**src/rtl/dram_state_pkg.sv**
```systemverilog
package dram_state_pkg;

	// ----------------------------------------
	// clock
	// ----------------------------------------
	localparam int CLK_NS = 40;

	// ----------------------------------------
	// command path
	// ----------------------------------------
	localparam logic [2:0] CMD_PATH_DISABLE_DELAY = 3'h4;
	localparam logic [2:0] PARITY_LATENCY_NCK     = 3'h4;

	// ----------------------------------------
	// alert pulse widths in link cycles
	// ----------------------------------------
	localparam logic [7:0] PAR_ALERT_PW_NCK = 8'h48;
	localparam logic [3:0] CRC_ALERT_PW_NCK = 4'h8;

	// ----------------------------------------
	// alert delays
	// ----------------------------------------
	localparam int CRC_ALERT_MIN_NS  = 3;
	localparam int CRC_ALERT_MAX_NS  = 13;
	localparam int PAR_ALERT_XTRA_NS = 6;
	localparam int CRC_ALERT_MIN_CYC =
		((CRC_ALERT_MIN_NS + CLK_NS - 1) / CLK_NS < 1) ? 1 :
		(CRC_ALERT_MIN_NS + CLK_NS - 1) / CLK_NS;
	localparam int CRC_ALERT_MAX_CYC =
		(CRC_ALERT_MAX_NS / CLK_NS < 1) ? 1 : CRC_ALERT_MAX_NS / CLK_NS;
	localparam int PAR_ALERT_XTRA_CYC =
		(PAR_ALERT_XTRA_NS / CLK_NS < 1) ? 1 : PAR_ALERT_XTRA_NS / CLK_NS;

	// ----------------------------------------
	// reset values
	// ----------------------------------------
	localparam logic ALERT_N_RST  = 1'b1;
	localparam logic PATH_EN_RST  = 1'b1;

endpackage : dram_state_pkg

```
**src/rtl/dram_state_timing.sv**
```systemverilog
// Summary of operation
// - command path stops within 4 cycles of power-down or saving entry
// - commands within one parity latency after parity error dropped
// - parity error drives alert low for a bounded cycle count
// - write crc error drives alert low for 6 to 10 cycles
`timescale 1ns/100ps
`default_nettype none

module dram_state_timing #(
	parameter logic [2:0] CPD_DELAY  = dram_state_pkg::CMD_PATH_DISABLE_DELAY,
	parameter logic [2:0] PAR_LAT    = dram_state_pkg::PARITY_LATENCY_NCK,
	parameter logic [7:0] PAR_PW     = dram_state_pkg::PAR_ALERT_PW_NCK,
	parameter logic [3:0] CRC_PW     = dram_state_pkg::CRC_ALERT_PW_NCK
) (
	// clock and reset
	input  wire logic clk,
	input  wire logic reset,
	// link pins
	input  wire logic link_ck,
	input  wire logic link_cke,
	input  wire logic cmd_strobe,
	input  wire logic cmd_pd_entry,
	input  wire logic cmd_max_power_saving_mode_entry,
	// internal checkers
	input  wire logic parity_err,
	input  wire logic crc_err,
	// status
	output var  logic cmd_path_en,
	output var  logic cmd_accept,
	output var  logic alert_n
);
	import dram_state_pkg::*;

	// ----------------------------------------
	// state
	// ----------------------------------------
	typedef struct packed {
		logic       ck_s1;
		logic       ck_s2;
		logic       ck_prev;
		logic       cke_s1;
		logic       cke_s2;
		logic       cke_prev;
		logic       cmd_s1;
		logic       cmd_s2;
		logic       pde_s1;
		logic       pde_s2;
		logic       mps_s1;
		logic       mps_s2;
		logic [2:0] cpd_cnt;
		logic       path_en;
		logic [2:0] blank_cnt;
		logic [7:0] par_cnt;
		logic [3:0] crc_cnt;
		logic       accept;
		logic       alert_n;
	} state_t;

	state_t s_q;
	state_t s_d;
	logic   ck_edge;
	logic   cke_rise;
	logic   entry;

	assign ck_edge  = s_q.ck_s2 & ~s_q.ck_prev;
	assign cke_rise = s_q.cke_s2 & ~s_q.cke_prev;
	assign entry    = ck_edge & s_q.path_en & s_q.cmd_s2 &
	                  (s_q.pde_s2 | s_q.mps_s2);

	// ----------------------------------------
	// next state
	// ----------------------------------------
	always_comb begin
		s_d          = s_q;
		s_d.ck_s1    = link_ck;
		s_d.ck_s2    = s_q.ck_s1;
		s_d.ck_prev  = s_q.ck_s2;
		s_d.cke_s1   = link_cke;
		s_d.cke_s2   = s_q.cke_s1;
		s_d.cke_prev = s_q.cke_s2;
		s_d.cmd_s1   = cmd_strobe;
		s_d.cmd_s2   = s_q.cmd_s1;
		s_d.pde_s1   = cmd_pd_entry;
		s_d.pde_s2   = s_q.pde_s1;
		s_d.mps_s1   = cmd_max_power_saving_mode_entry;
		s_d.mps_s2   = s_q.mps_s1;
		s_d.accept   = 1'b0;

		if (entry && s_q.cpd_cnt == 3'h0) begin
			s_d.cpd_cnt = CPD_DELAY;
		end else if (ck_edge && s_q.cpd_cnt != 3'h0) begin
			s_d.cpd_cnt = s_q.cpd_cnt - 3'h1;
			if (s_q.cpd_cnt == 3'h1) begin
				s_d.path_en = 1'b0;
			end
		end
		// power-down exit reopens path
		if (cke_rise && s_q.cpd_cnt == 3'h0) begin
			s_d.path_en = 1'b1;
		end

		if (ck_edge && s_q.blank_cnt != 3'h0) begin
			s_d.blank_cnt = s_q.blank_cnt - 3'h1;
		end
		if (ck_edge && s_q.cmd_s2 && s_q.path_en &&
		    s_q.blank_cnt == 3'h0) begin
			s_d.accept = 1'b1;
		end
		if (parity_err) begin
			s_d.blank_cnt = PAR_LAT;
		end

		if (ck_edge && s_q.par_cnt != 8'h00) begin
			s_d.par_cnt = s_q.par_cnt - 8'h01;
		end
		if (parity_err) begin
			s_d.par_cnt = PAR_PW;
		end

		if (ck_edge && s_q.crc_cnt != 4'h0) begin
			s_d.crc_cnt = s_q.crc_cnt - 4'h1;
		end
		if (crc_err) begin
			s_d.crc_cnt = CRC_PW;
		end

		// alert driven one clock after cause
		s_d.alert_n = (s_d.par_cnt == 8'h00) && (s_d.crc_cnt == 4'h0);
	end

	// ----------------------------------------
	// registers
	// ----------------------------------------
	always_ff @(posedge clk) begin
		if (reset) begin
			s_q         <= '0;
			s_q.path_en <= PATH_EN_RST;
			s_q.alert_n <= ALERT_N_RST;
		end else begin
			s_q <= s_d;
		end
	end

	assign cmd_path_en = s_q.path_en;
	assign cmd_accept  = s_q.accept;
	assign alert_n     = s_q.alert_n;

	// ----------------------------------------
	// checks
	// ----------------------------------------
	// countdown armed on entry
	a_entry_arms: assert property (@(posedge clk) disable iff (reset)
		(entry && s_q.cpd_cnt == 3'h0) |=> (s_q.cpd_cnt == CPD_DELAY))
		else $error("disable countdown not armed on entry");

	a_path_closes: assert property (@(posedge clk) disable iff (reset)
		(ck_edge && s_q.cpd_cnt == 3'h1) |=> !cmd_path_en)
		else $error("command path still open after entry delay");

	a_blank_drop: assert property (@(posedge clk) disable iff (reset)
		(parity_err ##1 (s_q.blank_cnt == PAR_LAT)) or !parity_err)
		else $error("blank window not armed");

	a_blank_accept: assert property (@(posedge clk) disable iff (reset)
		(ck_edge && s_q.blank_cnt != 3'h0) |=> !cmd_accept)
		else $error("command accepted inside parity blank window");

	a_parity_alert: assert property (@(posedge clk) disable iff (reset)
		parity_err |=> (!alert_n && s_q.par_cnt == PAR_PW))
		else $error("alert not low after parity error");

	a_crc_alert: assert property (@(posedge clk) disable iff (reset)
		crc_err |=> (!alert_n && s_q.crc_cnt == CRC_PW))
		else $error("alert not low after crc error");

	a_alert_release: assert property (@(posedge clk) disable iff (reset)
		(ck_edge && s_q.par_cnt <= 8'h01 && s_q.crc_cnt <= 4'h1 &&
		 !parity_err && !crc_err) |=> alert_n)
		else $error("alert held past pulse width");

	a_alert_hold: assert property (@(posedge clk) disable iff (reset)
		(s_q.crc_cnt > 4'h1) |=> !alert_n)
		else $error("crc alert released early");

	// alert stays low while parity counting
	a_par_hold: assert property (@(posedge clk) disable iff (reset)
		(s_q.par_cnt > 8'h01) |=> !alert_n)
		else $error("parity alert released early");

endmodule : dram_state_timing

`default_nettype wire

```
**config.mk**
```make
export PLATFORM = sky130hd
export DESIGN_NAME = dram_state_timing
export DESIGN_NICKNAME = d
export VERILOG_FILES = /design/src/rtl/dram_state_pkg.sv /design/src/rtl/dram_state_timing.sv
export SDC_FILE = /design/constraint.sdc
export NUM_CORES = 1
export LEC_CHECK = 0
export ABC_AREA = 1
export BUFFER_PORTS_ARGS = -buffer_cell sky130_fd_sc_hd__buf_2
export CAP_MARGIN = 20
export CORE_MARGIN = 2
export CORE_UTILIZATION = 58
export CTS_CLUSTER_DIAMETER = 200
export DETAILED_ROUTE_END_ITERATION = 6
export PLACE_DENSITY = 0.85
export SKIP_LAST_GASP = 1
export SLEW_MARGIN = 10
export SYNTH_ARGS = -nofsm -noshare
export SYNTH_HDL_FRONTEND = slang
export SYNTH_SLANG_ARGS = --single-unit
```
**constraint.sdc**
```tcl
create_clock -name clk -period 1.8 [get_ports clk]
set_clock_uncertainty 0.15 [all_clocks]
set_input_delay 0.18 -clock clk [delete_from_list [all_inputs] [get_ports clk]]
set_output_delay 0.18 -clock clk [all_outputs]
set_load 0.02 [all_outputs]
```
==> summary.md <==
| Metric | Value |
|---|---|
| Status | `complete, no violations` |
| Clock Sinks | `33` |
| Routed len/inst | `10.5 um` |
| Routed WL | `3010 um` |
| Power Total | `1420 uW` |
| Crit path required time | `1.88 ns` |
| Fin crit share | `93.5%` |
| Warnings, synthesis | `0` |
| Worst-margin pin slew | `0.277 ns` |
| Post-synthesis cell count | `229` |
| DR pass1 iterations | `4` |
| Leak pwr | `0.000957 uW` |
| Post-synth EDFFs | `0` |
| Count of pins over their slew limit | `0` |
| Critical Path AT | `1.77 ns` |
| DRC viols | `0` |
| Hold Path Stages | `3` |
| Commonest non-fill, non-tap cell in the layout | `nand2_1` |
| Net Sw Frac | `25.9%` |
| Antenna Cells | `0` |
| Hold WC Path Type | `input pin to register` |
| Worst r2r src | `s_q[6]$_SDFF_PP0_` |
| Final hold violation count | `0` |
| Reg-to-reg endpoint | `alert_n$_SDFF_PP1_` |
| CTS tree | `done` |
| Yosys cell types | `27` |
| Clock root cell | `clkbuf_4` |
| Drt first-iter violations | `38` |
| Share of flip-flops with an asynchronous set or reset | `0%` |
| Grt total ovfl | `0` |
| Layer with the highest usage | `met2` |
| Xor/xnor share of the synthesized area | `1.63%` |
| CP Capture Type | `register` |
| Most frequent cells in the layout | `58 x nand2_1, 39 x inv_1, 36 x nor2_1` |
| IO Pins | `12` |
| P_int | `1050 uW` |
| PortBufs | `11` |
| DR vias/cell | `4.91` |
| Logic pwr share | `12.6%` |
| Mux share of post-synthesis cell area | `0%` |
| First-pass GRT wire length | `5110 um` |
| GP Congestion | `0.835` |
| Max clock buf depth | `2` |
| Design Area, Final | `1890 um2` |
| Worst Hold End | `alert_n$_SDFF_PP1_` |
| Worst vdd ir | `618 uV` |
| Clock transition at path regs | `0.10 ns` |
| Worst slew margin | `81.3%` |
| H-tree depth | `2` |
| Core area | `2690 um2` |
| Hold_sp | `reset` |
| Pin count of the biggest net entering global routing | `24` |
| Pwr Density | `753 nW/um2` |
| Area grow syn2layout | `16.9%` |
| Post-synthesis simple-gate area fraction | `33.7%` |
| Mapped cell area | `1610 um2` |
| Reg2Reg Depth | `11` |
| Syn Area/Cell | `7.04 um2` |
| Layout cell share with drive strength beyond 1 | `16.3%` |
| Setup WS pre-CTS | `0.0738 ns` |
| Fillcell total | `220` |
| Flops & latches, synth | `33` |
| Initial Utilization | `60.0%` |
| Clock power frac | `33.2%` |
| Max_cap viols | `0` |
| Vert. Die Dim | `56.7 um` |
| Flop2flop setup slack | `0.12 ns` |
| M2 GR Usage | `35.4%` |
| Setup ws final | `0.117 ns` |
| Vias in the first global route | `1,291` |
| Met3 GRT Util | `5.76%` |
| Max FO, Critical Path | `5` |
| Crit path kind | `register to register` |
| Worst-Skew Late Latency | `0.34 ns` |
| CP startpoint kind | `register` |
| Primary FF master, synth | `dfxtp_1` |
| Chip Width | `56.7 um` |
| Syn Nets | `246` |
| Synth Area in Adders | `6.21%` |
| Routed Antenna Nets | `0` |
| Largest family of logic cells by synthesized area | `simple AND/OR/NAND/NOR gates` |
| Synth Area in Compound Gates | `6.67%` |
| Total track usage | `20.4%` |
| Final core occ | `70.2%` |
| Initial antenna violation count | `0` |
| Net switching power | `367 uW` |
| Num rows | `19` |
| Via count | `1,413` |
| Final setup vio count | `0` |
| Die area | `3220 um2` |
| Seq/Total Area, Yosys | `41.0%` |
| Dpl cell area | `1720 um2` |
| Min cycle time layout | `1.68 ns` |
| Final-stage net count | `273` |
| Sequential power share | `54.2%` |
| Fmax | `0.594 GHz` |
| M1 GR Usage | `22.3%` |
| Detailed Place HPWL | `2080 um` |
| Total CTS buffers | `5` |
| Final TNS setup | `0 ns` |
==> kinds of logic after synthesis <==
kind of cell / count (synthesis)
buffers and inverters: 46
adder cells (fa/ha/maj): 8
flip-flops: 33
AO/OA/AOI/OAI: 17
XOR/XNOR: 3
AND/OR/NAND/NOR: 122
==> area by class of cell <==
type,count,area [um2],area share [%]
clock inverters,1,5.00,0.265
flip-flops and latches,33,661,35.0
multi-input cells,151,803,42.6
well taps,31,38.8,2.06
clock buffers,7,65.1,3.45
inverters,44,168,8.89
repair buffers,21,145,7.70
==> per-stage QoR <==
stage | hold slack (ns) | std cells
after global placement | 0.229 | 272
after CTS | 0.0122 | 286
after detailed placement | 0.236 | 272
final | 0.0257 | 288
after global routing | 0.0299 | 288
after floorplan | 0.0991 | 229
==> worst max-delay path by stage <==
stage	from	end	slack [ns]	cells after the start
finish	s_q[6]$_SDFF_PP0_	alert_n$_SDFF_PP1_	0.12	11
floorplan	s_q[6]$_SDFF_PP0_	alert_n$_SDFF_PP1_	0.19	11
global placement	s_q[7]$_SDFF_PP0_	alert_n$_SDFF_PP1_	0.08	12
detailed placement	s_q[7]$_SDFF_PP0_	alert_n$_SDFF_PP1_	0.07	12
global route	s_q[3]$_SDFF_PP0_	alert_n$_SDFF_PP1_	-0.04	12
CTS	s_q[7]$_SDFF_PP0_	alert_n$_SDFF_PP1_	0.03	12
==> critical path, cell delays in order (launching register included) <==
cell     delay [ns]
dfxtp_1        0.32
inv_1          0.12
ha_2           0.21
nand3_4        0.11
o21ai_4        0.20
nand2_1        0.08
nand2_1        0.08
nand2_1        0.07
nand2_1        0.09
nor2_2         0.04
nand3_1        0.05
nand2_1        0.04
==> per-layer routing <==
| layer | part of all wire [%] | wire (um) |
|---|---|---|
| met1 | 43 | 1300 |
| met4 | 2.1 | 62 |
| met5 | 0 | 0 |
| met3 | 3.3 | 98 |
| met2 | 51 | 1550 |
==> cells in the mapped netlist, types with 2 or more instances <==
library cell	count	area share, %
nand2_1	59	14
inv_1	40	9.3
nor2_1	36	8.4
dfxtp_1	33	41
nand3_1	12	3.7
ha_1	8	6.2
o21ai_1	5	1.6
a21oi_1	4	1.2
nor2_2	4	1.6
inv_2	3	0.70
nand4_1	3	1.2
nor2_4	3	2.1
o21ai_0	3	0.93
clkbuf_1	2	0.47
xnor2_1	2	1.1
==> power by group through the flow <==
stage,combinational (uW),clock (uW),sequential [uW]
after floorplan,119,0,784
after global placement,152,0,785
after detailed placement,157,0,786
after CTS,168,482,769
after global routing,202,522,772
final,179,471,770
==> state kept, by name, summed over array words and instances (netlist names) <==
signal / cells
alert_n: 1
cmd_accept: 1
cmd_path_en: 1
s_d: 7
s_q: 23
==> timing repair <==
action | in CTS | in global routing
gates resized for setup | 0 | 6
endpoints found under the hold margin | 7 | 0
hold buffers | 6 | 0
setup endpoints to repair | 0 | 1
buffers inserted | 0 | 1
Power figures use the tool's default switching activity.
